==> config.mk <==
export PLATFORM = sky130hd
export DESIGN_NAME = gate_drv_ctrl
export DESIGN_NICKNAME = d
export VERILOG_FILES = /design/src/include/gate_drv_pkg.sv /design/src/rtl/deglitch_bank.sv /design/src/rtl/gate_drv_ctrl.sv
export VERILOG_INCLUDE_DIRS = /design/src /design/src/include
export SDC_FILE = /design/constraint.sdc
export NUM_CORES = 1
export LEC_CHECK = 0
export BUFFER_PORTS_ARGS = -buffer_cell sky130_fd_sc_hd__buf_4
export CAP_MARGIN = 15
export CORE_ASPECT_RATIO = 0.9
export CORE_UTILIZATION = 55
export CTS_CLUSTER_SIZE = 14
export DETAILED_ROUTE_END_ITERATION = 10
export PLACE_DENSITY = 0.88
export SLEW_MARGIN = 0
export SYNTH_ARGS = -nofsm -noshare
export SYNTH_HDL_FRONTEND = slang
export SYNTH_SLANG_ARGS = --single-unit
==> constraint.sdc <==
create_clock -name pclk -period 5 [get_ports pclk]
set_clock_uncertainty 0.05 [all_clocks]
set_input_delay 0.75 -clock pclk [delete_from_list [all_inputs] [get_ports pclk]]
set_output_delay 0.75 -clock pclk [all_outputs]
set_load 0.01 [all_outputs]
==> src/include/gate_drv_map.svh <==
// Constants, offsets and timing counts of the gate driver protection logic
//
// Notes on behaviour
// - Desaturation comparator above its 5 V threshold against the source reference means fault.
// - Desaturation sense is discharged while inputs float or the gate is held low.
// - Desaturation detection only runs while the driver is in its on state.
// - After each gate rise, wait 200 ns blanking before enabling the 500 uA charge.
// - A detected fault turns the gate off through the reduced 400 mA soft sink.
// - A fault pulls the open-drain alarm low and latches it until a valid reset.
// - Reset requests are ignored during the mute interval after a fault latches.
// - Reset/enable defaults to disabled; it must be driven high to enable.
// - Low longer than the filter time after mute, then rising edge clears the alarm.
// - Reset/enable low longer than the filter time disables the driver, gate pulled low.
// - While off, the Miller clamp engages once the gate is below its 2 V threshold.
// - Sense duty rises linearly from 10% at 4.5 V to 88% at 0.6 V.
// - A floating sense input reads high and gives about 10% duty at 400 kHz.
// - The duty encoding stays within a 3% accuracy band without calibration.
// - Gate high only for noninverting high, inverting low, enabled; else low.
// - Gate stays low while either supply is in undervoltage lockout.
// - In lockout the supply-good output is pulled low and the sense output held low.
// - Both PWM inputs and reset/enable are deglitched; pulses under 40 ns vanish.
// - Both PWM inputs high together force the gate low.
`ifndef GATE_DRV_MAP_SVH
`define GATE_DRV_MAP_SVH

// ----------------------------------------------------------------
// Timing
// ----------------------------------------------------------------
`define CLK_PERIOD_NS   10
`define DEGLITCH_NS     40
`define DEGLITCH_CYC    ((`DEGLITCH_NS + `CLK_PERIOD_NS - 1) / `CLK_PERIOD_NS)
`define BLANK_NS        200
`define BLANK_CYC       ((`BLANK_NS + `CLK_PERIOD_NS - 1) / `CLK_PERIOD_NS)
`define SENSED_DUTY_OUT_FREQ_KHZ   400
`define SENSED_DUTY_OUT_PERIOD_CYC (1000000 / (`SENSED_DUTY_OUT_FREQ_KHZ * `CLK_PERIOD_NS))
`define FAULT_MUTE_DEF  100
`define RST_FILTER_DEF  100

// ----------------------------------------------------------------
// Sense encoding
// ----------------------------------------------------------------
`define DUTY_MIN_PCT    10
`define DUTY_MAX_PCT    88
`define DUTY_MIN_CYC    (`SENSED_DUTY_OUT_PERIOD_CYC * `DUTY_MIN_PCT / 100)
`define DUTY_MAX_CYC    (`SENSED_DUTY_OUT_PERIOD_CYC * `DUTY_MAX_PCT / 100)
`define AIN_LO_MV       600
`define AIN_HI_MV       4500
`define AIN_MV_PER_CYC  ((`AIN_HI_MV - `AIN_LO_MV) / (`DUTY_MAX_CYC - `DUTY_MIN_CYC))

// ----------------------------------------------------------------
// Register map
// ----------------------------------------------------------------
`define REG_STATUS      12'h000
`define REG_CONTROL     12'h004
`define REG_SENSE       12'h008
`define REG_FAULTS      12'h00C
`define CTRL_ALLOW_RST  1'b1
`define ERR_DATA        32'h00000000

`endif

==> src/include/gate_drv_pkg.sv <==
// Types shared by the gate driver protection logic
package gate_drv_pkg;

   typedef enum logic [2:0] {
      S_OFF  = 3'b001,
      S_ON   = 3'b010,
      S_SOFT = 3'b100
   } drv_state_t;

   typedef struct packed {
      logic clear_ready;
      logic enabled;
      logic uvlo;
      logic soft_off;
      logic gate_on;
      logic fault;
   } status_t;

endpackage

==> src/rtl/deglitch_bank.sv <==
// Input deglitch filters for the PWM and reset/enable pins
`timescale 1ns/1ps
`default_nettype none
`include "gate_drv_map.svh"

module deglitch_bank
(
   input  wire logic       pclk,
   input  wire logic       presetn,
   input  wire logic [2:0] raw,
   output var  logic [2:0] filt
);

   // ----------------------------------------------------------------
   // One filter per pin
   // ----------------------------------------------------------------
   genvar i;
   generate
      for (i = 0; i < 3; i = i + 1)
      begin : g_pin
         logic [7:0] cnt;

         // Level must differ for the full filter time before it passes
         always_ff @(posedge pclk or negedge presetn)
         begin
            if (!presetn)
            begin
               cnt     <= 8'h00;
               filt[i] <= 1'b0;
            end
            else if (raw[i] == filt[i])
            begin
               cnt <= 8'h00;
            end
            else if (cnt == 8'(`DEGLITCH_CYC - 1))
            begin
               cnt     <= 8'h00;
               filt[i] <= raw[i];
            end
            else
            begin
               cnt <= cnt + 8'h01;
            end
         end
      end
   endgenerate

endmodule
`default_nettype wire

==> src/rtl/gate_drv_ctrl.sv <==
// Gate driver protection and sense encoding logic with APB registers
//
// The placing of the registers and the APB slave port were left to the implementer.
`timescale 1ns/1ps
`default_nettype none
`include "gate_drv_map.svh"

module gate_drv_ctrl
   import gate_drv_pkg::*;
#(
   parameter int FAULT_MUTE_CYC = `FAULT_MUTE_DEF,
   parameter int RST_FILTER_CYC = `RST_FILTER_DEF
)
(
   input  wire logic        pclk,
   input  wire logic        presetn,
   input  wire logic        psel,
   input  wire logic        penable,
   input  wire logic        pwrite,
   input  wire logic [11:0] paddr,
   input  wire logic [31:0] pwdata,
   output var  logic [31:0] prdata,
   output var  logic        pready,
   output var  logic        pslverr,
   input  wire logic        pwm_noninv_in,
   input  wire logic        pwm_inv_in,
   input  wire logic        rst_en_in,
   input  wire logic        vcc_uvlo,
   input  wire logic        vdd_uvlo,
   input  wire logic        desaturation_sense_over_thresh,
   input  wire logic        gate_below_clamp,
   input  wire logic [12:0] analog_sense_mv,
   output var  logic        gate_pullup_out,
   output var  logic        gate_pulldown_out,
   output var  logic        gate_soft_off_out,
   output var  logic        miller_clamp_pin,
   output var  logic        desaturation_sense_discharge,
   output var  logic        desaturation_sense_charge_en,
   output var  logic        fault_alarm_n,
   output var  logic        fault_alarm_oe_n,
   output var  logic        supply_good,
   output var  logic        supply_good_oe_n,
   output var  logic        sensed_duty_out
);

   // ----------------------------------------------------------------
   // Input filtering
   // ----------------------------------------------------------------
   logic [2:0]  filt;
   logic        nin_f;
   logic        inv_f;
   logic        en_f;
   logic        en_prev;
   logic        uvlo;

   deglitch_bank u_deglitch
   (
      .pclk    (pclk),
      .presetn (presetn),
      .raw     ({rst_en_in, pwm_inv_in, pwm_noninv_in}),
      .filt    (filt)
   );

   assign nin_f = filt[0];
   assign inv_f = filt[1];
   assign en_f  = filt[2];
   assign uvlo  = vcc_uvlo | vdd_uvlo;

   // ----------------------------------------------------------------
   // Enable and reset filtering
   // ----------------------------------------------------------------
   logic [15:0] rst_low_cnt;
   logic        rst_long;
   logic        driver_enabled;

   assign rst_long = (rst_low_cnt == 16'(RST_FILTER_CYC));

   always_ff @(posedge pclk or negedge presetn)
   begin
      if (!presetn)
         rst_low_cnt <= 16'h0000;
      else if (en_f)
         rst_low_cnt <= 16'h0000;
      else if (!rst_long)
         rst_low_cnt <= rst_low_cnt + 16'h0001;
   end

   // Filter resets low, so a floating pin leaves the driver disabled
   always_ff @(posedge pclk or negedge presetn)
   begin
      if (!presetn)
         driver_enabled <= 1'b0;
      else if (en_f)
         driver_enabled <= 1'b1;
      else if (rst_long)
         driver_enabled <= 1'b0;
   end

   always_ff @(posedge pclk or negedge presetn)
   begin
      if (!presetn)
         en_prev <= 1'b0;
      else
         en_prev <= en_f;
   end

   // ----------------------------------------------------------------
   // Gate state machine
   // ----------------------------------------------------------------
   drv_state_t  state;
   drv_state_t  next_state;
   logic [7:0]  blank_cnt;
   logic [7:0]  next_blank;
   logic        armed;
   logic        fault_set;
   logic        fault_latched;
   logic        ctrl_allow;
   logic        pwm_request;

   // Interlock and lockout share one gate request term
   assign pwm_request = nin_f & ~inv_f & driver_enabled & ~uvlo
                        & ctrl_allow & ~fault_latched & ~rst_long;

   assign armed     = (blank_cnt == 8'(`BLANK_CYC));
   assign fault_set = (state == S_ON) & armed & desaturation_sense_over_thresh;

   always_comb
   begin
      next_state = state;
      next_blank = blank_cnt;
      unique case (state)
         S_OFF:
         begin
            next_blank = 8'h00;
            if (pwm_request)
               next_state = S_ON;
         end
         S_ON:
         begin
            if (fault_set)
               next_state = S_SOFT;
            else if (!pwm_request)
               next_state = S_OFF;
            if (!armed)
               next_blank = blank_cnt + 8'h01;
         end
         S_SOFT:
         begin
            next_blank = 8'h00;
            // Soft sink keeps pulling until the clamp can take over
            if (gate_below_clamp)
               next_state = S_OFF;
         end
         default:
         begin
            next_state = S_OFF;
            next_blank = 8'h00;
         end
      endcase
   end

   always_ff @(posedge pclk or negedge presetn)
   begin
      if (!presetn)
      begin
         state     <= S_OFF;
         blank_cnt <= 8'h00;
      end
      else
      begin
         state     <= next_state;
         blank_cnt <= next_blank;
      end
   end

   // ----------------------------------------------------------------
   // Gate and desaturation outputs
   // ----------------------------------------------------------------
   always_ff @(posedge pclk or negedge presetn)
   begin
      if (!presetn)
      begin
         gate_pullup_out   <= 1'b0;
         gate_pulldown_out <= 1'b1;
         gate_soft_off_out <= 1'b0;
         miller_clamp_pin  <= 1'b0;
         desaturation_sense_discharge   <= 1'b1;
         desaturation_sense_charge_en   <= 1'b0;
      end
      else
      begin
         gate_pullup_out   <= (next_state == S_ON);
         gate_pulldown_out <= (next_state == S_OFF);
         gate_soft_off_out <= (next_state == S_SOFT);
         miller_clamp_pin  <= (next_state == S_OFF) & gate_below_clamp;
         desaturation_sense_discharge   <= (next_state != S_ON);
         desaturation_sense_charge_en   <= (next_state == S_ON)
                              & (next_blank == 8'(`BLANK_CYC));
      end
   end

   // ----------------------------------------------------------------
   // Fault latch, mute and clear
   // ----------------------------------------------------------------
   logic [15:0] mute_cnt;
   logic        mute_done;
   logic        clear_ready;
   logic        fault_clear;

   assign mute_done   = (mute_cnt == 16'(FAULT_MUTE_CYC));
   assign fault_clear = clear_ready & en_f & ~en_prev;

   always_ff @(posedge pclk or negedge presetn)
   begin
      if (!presetn)
         mute_cnt <= 16'h0000;
      else if (fault_set)
         mute_cnt <= 16'h0000;
      else if (fault_latched & !mute_done)
         mute_cnt <= mute_cnt + 16'h0001;
   end

   // Low time also counts during mute; ready once mute is over and the pin has been low long enough
   always_ff @(posedge pclk or negedge presetn)
   begin
      if (!presetn)
         clear_ready <= 1'b0;
      else if (fault_set | fault_clear | !fault_latched)
         clear_ready <= 1'b0;
      else if (mute_done & rst_long)
         clear_ready <= 1'b1;
   end

   // Set wins over a clear in the same cycle
   always_ff @(posedge pclk or negedge presetn)
   begin
      if (!presetn)
         fault_latched <= 1'b0;
      else if (fault_set)
         fault_latched <= 1'b1;
      else if (fault_clear)
         fault_latched <= 1'b0;
   end

   // Open-drain pins: data stays low, enable low pulls the line
   always_ff @(posedge pclk or negedge presetn)
   begin
      if (!presetn)
      begin
         fault_alarm_n    <= 1'b0;
         fault_alarm_oe_n <= 1'b1;
         supply_good      <= 1'b0;
         supply_good_oe_n <= 1'b1;
      end
      else
      begin
         fault_alarm_n    <= 1'b0;
         fault_alarm_oe_n <= ~((fault_latched | fault_set) & ~fault_clear);
         supply_good      <= 1'b0;
         supply_good_oe_n <= ~uvlo;
      end
   end

   // ----------------------------------------------------------------
   // Sense duty encoder
   // ----------------------------------------------------------------
   logic [12:0] ain_clamped;
   logic [7:0]  duty_calc;
   logic [7:0]  duty_hi;
   logic [7:0]  period_cnt;
   logic        sense_run;

   // Floating input reads above the span and lands on minimum duty
   always_comb
   begin
      if (analog_sense_mv > 13'(`AIN_HI_MV))
         ain_clamped = 13'(`AIN_HI_MV);
      else if (analog_sense_mv < 13'(`AIN_LO_MV))
         ain_clamped = 13'(`AIN_LO_MV);
      else
         ain_clamped = analog_sense_mv;
      duty_calc = 8'(`DUTY_MIN_CYC)
                  + 8'((13'(`AIN_HI_MV) - ain_clamped) / 13'(`AIN_MV_PER_CYC));
   end

   assign sense_run = driver_enabled & ~uvlo;

   // Duty sampled once per period so a pulse never changes mid-cycle
   always_ff @(posedge pclk or negedge presetn)
   begin
      if (!presetn)
      begin
         period_cnt <= 8'h00;
         duty_hi    <= 8'(`DUTY_MIN_CYC);
      end
      else if (!sense_run)
      begin
         period_cnt <= 8'h00;
      end
      else if (period_cnt == 8'(`SENSED_DUTY_OUT_PERIOD_CYC - 1))
      begin
         period_cnt <= 8'h00;
         duty_hi    <= duty_calc;
      end
      else
      begin
         period_cnt <= period_cnt + 8'h01;
      end
   end

   always_ff @(posedge pclk or negedge presetn)
   begin
      if (!presetn)
         sensed_duty_out <= 1'b0;
      else
         sensed_duty_out <= sense_run & (period_cnt < duty_hi);
   end

   // ----------------------------------------------------------------
   // APB slave
   // ----------------------------------------------------------------
   status_t     status;
   logic [15:0] fault_count;
   logic [31:0] next_rdata;
   logic        next_err;
   logic        wr_en;

   assign status = '{clear_ready: clear_ready, enabled: driver_enabled,
                     uvlo: uvlo, soft_off: (state == S_SOFT),
                     gate_on: (state == S_ON), fault: fault_latched};
   assign wr_en  = psel & penable & pready & pwrite & ~pslverr;

   always_comb
   begin
      next_err   = 1'b0;
      next_rdata = `ERR_DATA;
      unique case (paddr)
         `REG_STATUS:  next_rdata = 32'(status);
         `REG_CONTROL: next_rdata = 32'(ctrl_allow);
         `REG_SENSE:   next_rdata = 32'(duty_hi);
         `REG_FAULTS:  next_rdata = 32'(fault_count);
         default:      next_err   = 1'b1;
      endcase
   end

   // One wait-free access: answer is ready in the access phase
   always_ff @(posedge pclk or negedge presetn)
   begin
      if (!presetn)
      begin
         pready  <= 1'b0;
         pslverr <= 1'b0;
         prdata  <= `ERR_DATA;
      end
      else
      begin
         pready  <= psel & ~penable;
         pslverr <= psel & ~penable & next_err;
         prdata  <= (psel & ~penable & ~pwrite) ? next_rdata : `ERR_DATA;
      end
   end

   always_ff @(posedge pclk or negedge presetn)
   begin
      if (!presetn)
         ctrl_allow <= `CTRL_ALLOW_RST;
      else if (wr_en & (paddr == `REG_CONTROL))
         ctrl_allow <= pwdata[0];
   end

   // Counter write clears; a fault in the same cycle still counts
   always_ff @(posedge pclk or negedge presetn)
   begin
      if (!presetn)
         fault_count <= 16'h0000;
      else if (fault_set)
         fault_count <= (wr_en & (paddr == `REG_FAULTS)) ? 16'h0001
                        : fault_count + 16'h0001;
      else if (wr_en & (paddr == `REG_FAULTS))
         fault_count <= 16'h0000;
   end
endmodule
`default_nettype wire

Yosys cells after proc, flatten, opt, wreduce, memory -nomap -nowiden:

Cells that the tools add are included.
Widths: inputs -> output; s select.

* logic and storage cells: 155
* output and inout bits: 45
* flip-flop bits (word level): 150
* input port bits: 69

* multiplexer cells: 33
* reductions and logical operators: 13
* order comparisons: 3
* div/mod/pow operators: 1
* bitwise operators: 43
* $add $sub $neg: 10
* equal/unequal tests: 22

Operator list (count)
* $mux 16: 7
* $mux 8: 10
* $pmux 16 s4: 1
* $add 16x1->16 const B: 3
* $add 8x1->8 const B: 5
* $eq 16x7->1 const B: 2
* $mux 32: 1
* $and 1x1->1: 26
* $mux 13: 2
* $eq 12x4->1 const B: 2
* $eq 8x2->1 const B: 3
* $eq 8x5->1 const B: 2
* $div 13x5->13 const B: 1
* $gt 13x13->1 const B: 1
* $lt 13x10->1 const B: 1
* $not 1->1: 13
* $sub 13x13->13 const A: 1
* $eq 12x3->1 const B: 1
* $logic_not 12->1: 1
* $mux 3: 4
* $reduce_bool 2->1: 5
* $pmux 3 s3: 1
* $add 5x8->8 const A: 1
* $eq 8x8->1 const B: 1
* 12 further kinds: 30

Logic depth before layout (Yosys ltp):

* word-level depth: 12
* depth in mapped cells: 29
* gate-level depth less buffers: 24

Modules after synthesis:

From an unflattened synthesis, not the netlist that was laid out.

* cells, all modules: 917
* area total of the unflattened synthesis: 8227.9 um^2

Modules (own cells, without submodules)
* gate_drv_ctrl: cells each 791, sequential area each 2688.8 um^2, area each 6909.1 um^2, instances 1
* deglitch_bank: cells each 126, sequential area each 675.6 um^2, area each 1318.8 um^2, instances 1

Worst setup path after synthesis:

No wires, ideal clock.

* kind: input port to flip-flop
* from: input port analog_sense_mv[5]
* to: register duty_hi[6]
* arrival time: 5913 ps
* required time: 4855 ps
* setup slack: -1059 ps
* library setup time: 95 ps
* buffers on the path: 4
* stages on the path: 27
* cell sequence: clkbuf_1 -> a211oi_2 -> o221ai_1 -> and2_1 -> clkbuf_1 -> buf_2 -> nor2_1 -> nand2_1 -> ha_1 -> a2111oi_1 -> nor4_1 -> o31ai_1 -> and3_1 -> o21bai_1 -> buf_2 -> o21ai_1 -> a21oi_1 -> o21ai_0 -> a31oi_2 -> nand2_1 -> mux2_2 -> a21o_2 -> ha_1 -> nor3_1 -> nor2_1 -> and3_1 -> o31ai_1

* word-level cells in the longest chain between the ends: 6
* elaborated cells between the ends (all ways): 7
* classes of those cells: 2 x add/sub; 1 x div; 2 x order compare; 2 x mux

RTL lines
* start, declared: RTL line gate_drv_ctrl.sv:32 `input wire logic [12:0] analog_sense_mv,`
* $lt 13x10->1: RTL line gate_drv_ctrl.sv:278 `` else if (analog_sense_mv < 13'(`AIN_LO_MV)) ``
* $mux 13: RTL line gate_drv_ctrl.sv:278
* $mux 13 (*): RTL line gate_drv_ctrl.sv:276 `` if (analog_sense_mv > 13'(`AIN_HI_MV)) ``
* $sub 13x13->13 (*): RTL line gate_drv_ctrl.sv:283 `` + 8'((13'(`AIN_HI_MV) - ain_clamped) / 13'(`AIN_MV_PER_CYC)); ``
* $div 13x5->13 (*): RTL line gate_drv_ctrl.sv:283
* $add 5x8->8 (*): RTL line gate_drv_ctrl.sv:282 `` duty_calc = 8'(`DUTY_MIN_CYC) ``
* end signal, assigned: RTL line gate_drv_ctrl.sv:294 `` duty_hi <= 8'(`DUTY_MIN_CYC); ``
* end signal, assigned: RTL line gate_drv_ctrl.sv:303 `duty_hi <= duty_calc;`
* end, declared: RTL line gate_drv_ctrl.sv:269 `logic [7:0] duty_hi;`

Mark *: on every way between the ends. The rest lies on a longest branch, timed or not.
A chain may end at the register's enable or synchronous reset.

Worst setup path in the final report:

* from: input port analog_sense_mv[4]
* to: register duty_hi[6]

The elaborated chain is that of the path after synthesis.

==> qor.csv <==
stage;metric;value;unit
run_status;outcome;complete, but fails checks;
run_status;failing checks;negative setup slack;
floorplanning;starting density of the core;0.572;
synthesis;Synth cell types;81;
detailed_routing;DR WL/cell;17.7;microns
final_layout;fillcell total;878;
grt;vias in the first global route;7569;
final_layout;Cell Count, Final, Fillers Out;1299;
final_layout;synthesis-to-layout area growth;29.9;%
clocking;H-tree depth;4;
critical_path;r2r startpoint;blank_cnt[5]$_DFF_PN0_;
clocking;Max Root-Sink Buffers;2;
sta;final setup margin;-0.0580;ns
pwr;power per cell area;323;nW/um^2
synthesis;post-synthesis sequential area ratio;0.412;
synthesis;cells after synthesis;925;
critical_path;reg2reg end;fault_count[15]$_DFFE_PN0P_;
critical_path;critical path arrival;5.33;ns
floorplanning;DIE WIDTH;130;microns
final_layout;commonest non-fill, non-tap cell in the layout;buf_4;
detailed_routing;First DRT Iteration DRCs;829;
pwr;switching pwr;0.00110;W
critical_path;CP Launch Type;input pin;
pwr;Net Sw Frac;0.320;
detailed_routing;Vias/cell;6.07;
placed_design;port buffer count;64;
critical_path;crit path to;duty_hi[6]$_DFFE_PN0P_;
floorplanning;Ports;114;
sta;final hold violations;0;
critical_path;flop2flop setup slack;1.13;ns
placed_design;Routability Congestion;0.905;
grt;first-pass GRT wire length;37000;microns
sta;total negative slack;-0.0580;ns
grt;largest net degree at the start of global routing;51;
synthesis;number of enable flip-flop cells after synthesis;0;
synthesis;Synth warnings;0;
synthesis;synth top area cells;dfrtp_1 38%, nor2_1 6.7%, xor2_1 5.3%;
placed_design;HPWL Detailed;14700;microns
synthesis;Synth top area share;0.383;
pwr;Worst VDD drop;0.266;mV
clocking;TritonCTS clock tree;yes;
sta;Fmax achieved;198;MHz
pwr;Comb power frac;0.280;
sta;Final period util;1.01;
pwr;clock power share;0.364;
sta;min Tclk post-route;5.06;ns
sta;RSZ-0062 raised after global routing;true;
detailed_routing;Routed Antenna Nets;0;
flow_run;max-cap violations;0;
sta;final setup violation count;1;
clocking;clock root cell;clkbuf_16;
synthesis;most used flip-flop cell after synthesis;dfrtp_1;
critical_path;reg2reg path depth;11;
critical_path;Crit Path Max Fanout;7;
grt;initial antenna violation count;0;
grt;Global Route Usage Sum;0.308;
synthesis;Seq cells post-synth;134;
placed_design;DP Cell Count;1253;
synthesis;Synth async-reset ratio;1.00;
sta;worst slew pin tran;1.00;ns
critical_path;Worst setup startpoint;analog_sense_mv[4];
clocking;clk_lat worst skew;0.42;ns
min_path;Hold WC Path Type;in -> async;
detailed_routing;DRC;0;
floorplanning;die area;15300;sq um
detailed_routing;drt pass-1 iters;7;
pwr;P_leak;4.68;nW
synthesis;cell area after synthesis;8160;sq um
clocking;Num CTS Buffers;17;
critical_path;critical path required time;5.27;ns
pwr;sequential power share;0.357;
synthesis;Avg Inst Size Synth;8.82;sq um
final_layout;layout cells sized above 1;0.274;
final_layout;highest-count cells in the layout ignoring fill and taps;176 x buf_4, 143 x nor2_1, 125 x dfrtp_1;
critical_path;Crit. End Element;flip-flop;
final_layout;Final nets;1183;
sta;Slew headroom;0.331;
critical_path;Crit Path Class;in -> reg;
pwr;internal power;0.00233;W
floorplanning;cell row count;41;
clocking;CTS sink cnt;134;
grt;total gr overflow;0;
detailed_routing;routed vias;7881;
final_layout;# diodes;0;
floorplanning;Die Ht;118;microns
final_layout;post-layout util;0.744;
detailed_routing;final WL;23000;microns
clocking;CTS clock-pin slew for the worst setup and hold paths;0.06;ns
sta;final count of pins violating max slew;0;
pwr;Final Power;0.00343;W
floorplanning;Core Region;14300;sq um
synthesis;largest area contributor in the netlist;dfrtp_1;
-- final cells by class --
cell class                      count  area [sq um]  share of cell area
Timing Repair Buffer              181          1380               0.130
Clock buffer                       17           425              0.0401
Multi-Input combinational cell    733          4930               0.465
Tap cell                          193           241              0.0228
Inverter                           26          97.6             0.00920
Sequential cell                   134          3360               0.317
Clock inverter                     15           168              0.0158
-- what timing repair did --
item | CTS | global route
setup endpoints to repair | 3 | 6
hold buffers | 0 | 0
hold endpoints to repair | 0 | 0
gates cloned | 1 | 0
pin swaps | 18 | 14
setup buffers | 6 | 7
resized for setup | 18 | 36
-- through the flow --
stage	hold WS [ns]	instance area, sq um	setup slack (ns)
CTS	0.263	10400	-0.0665
global placement	0.415	9640	-0.458
floorplan	0.360	8490	-0.518
finish	0.252	10600	-0.0580
detailed placement	0.425	9640	-0.611
global route	0.284	10600	-0.207
-- critical path: stages --
cell and delay (ns):
buf_4 0.13, a211oi_4 0.31, o221ai_4 0.13, and2_4 0.19
nor2_4 0.12, nand2_2 0.08, ha_4 0.19, a2111oi_4 0.35
buf_4 0.17, buf_4 0.10, o311ai_2 0.12, buf_4 0.19
nand3_2 0.10, a21oi_2 0.06, buf_4 0.17, buf_4 0.15
o32ai_1 0.34, nor4_2 0.12, nor2_4 0.19, buf_4 0.14
nor2_1 0.03, mux2_4 0.25, a21o_4 0.19, ha_4 0.16
nor3_2 0.10, nor2_1 0.07, and3_1 0.19, o31ai_1 0.21
-- power groups by stage --
stage                     registers, W  logic (W)  clock network, W
after floorplan                0.00120   0.000553                 0
after detailed placement       0.00124   0.000828                 0
after CTS                      0.00122   0.000870           0.00126
after global routing           0.00123    0.00104           0.00131
final                          0.00122   0.000958           0.00125
after global placement         0.00123   0.000808                 0
-- routing by layer --
layer / vias up / wire [microns] / GRT usage
met2: 371 / 11400 / 0.505
li1: 3590 / - / -
met3: 68 / 1450 / 0.0509
met5: - / 0 / 0
met1: 3852 / 9460 / 0.395
met4: 0 / 702 / 0.139
-- state kept, by name (all words and copies together), names as in the netlist, 3 cells and up --
register and cells:
blank_cnt 8, state 3, period_cnt 8, u_deglitch.g_pin.cnt 24, prdata 16, u_deglitch.filt 3
duty_hi 8, rst_low_cnt 16, fault_count 16, mute_cnt 16
-- cell usage after synthesis (4+ instances only) --
master / number
o211ai_1: 5
o31ai_1: 8
a22oi_1: 4
nor2b_1: 8
clkbuf_1: 15
dfrtp_1: 125
buf_2: 10
a211oi_2: 4
a21oi_1: 38
o21ai_1: 4
and2_1: 14
nand3_1: 48
nand2_1: 79
nor4b_1: 7
dfstp_2: 9
a31oi_1: 7
o21a_1: 7
nand2b_1: 7
and3_1: 23
xnor2_1: 31
ha_1: 21
mux2i_1: 6
o221ai_1: 4
a21o_1: 6
inv_1: 26
buf_4: 19
xor2_1: 49
a211oi_1: 6
or4_1: 5
nor2_1: 145
nand4_1: 17
o21ai_0: 41
mux2_2: 6
nor4_1: 10
o22ai_1: 6
or3_1: 12
nor3_1: 31
-- logic make-up (layout without fill, tap and decap cells) --
group,Yosys count,count (layout),share of synthesized area
and+or+nand+nor,420,420,0.248
AOI/OAI and AO/OA,180,181,0.157
DFF,134,134,0.412
xor gates and xnor gates,80,80,0.0858
buffers and inverters,76,239,0.0472
adders and majority gates,21,21,0.0322
muxes,13,13,0.0170
other,1,18,0.000459
-- how the worst min path moves through the flow --
stage | slack (ns) | depth (start not counted) | to
global route | 0.28 | 1 | prdata[13]$_DFF_PN0_
CTS | 0.26 | 1 | prdata[13]$_DFF_PN0_
global placement | 0.42 | 1 | u_deglitch.g_pin[1].cnt[0]$_DFF_PN0_
detailed placement | 0.43 | 2 | duty_hi[2]$_DFFE_PN0P_
floorplan | 0.36 | 0 | en_prev$_DFF_PN0_
finish | 0.25 | 1 | prdata[14]$_DFF_PN0_
(Power assumes the default switching activity.)
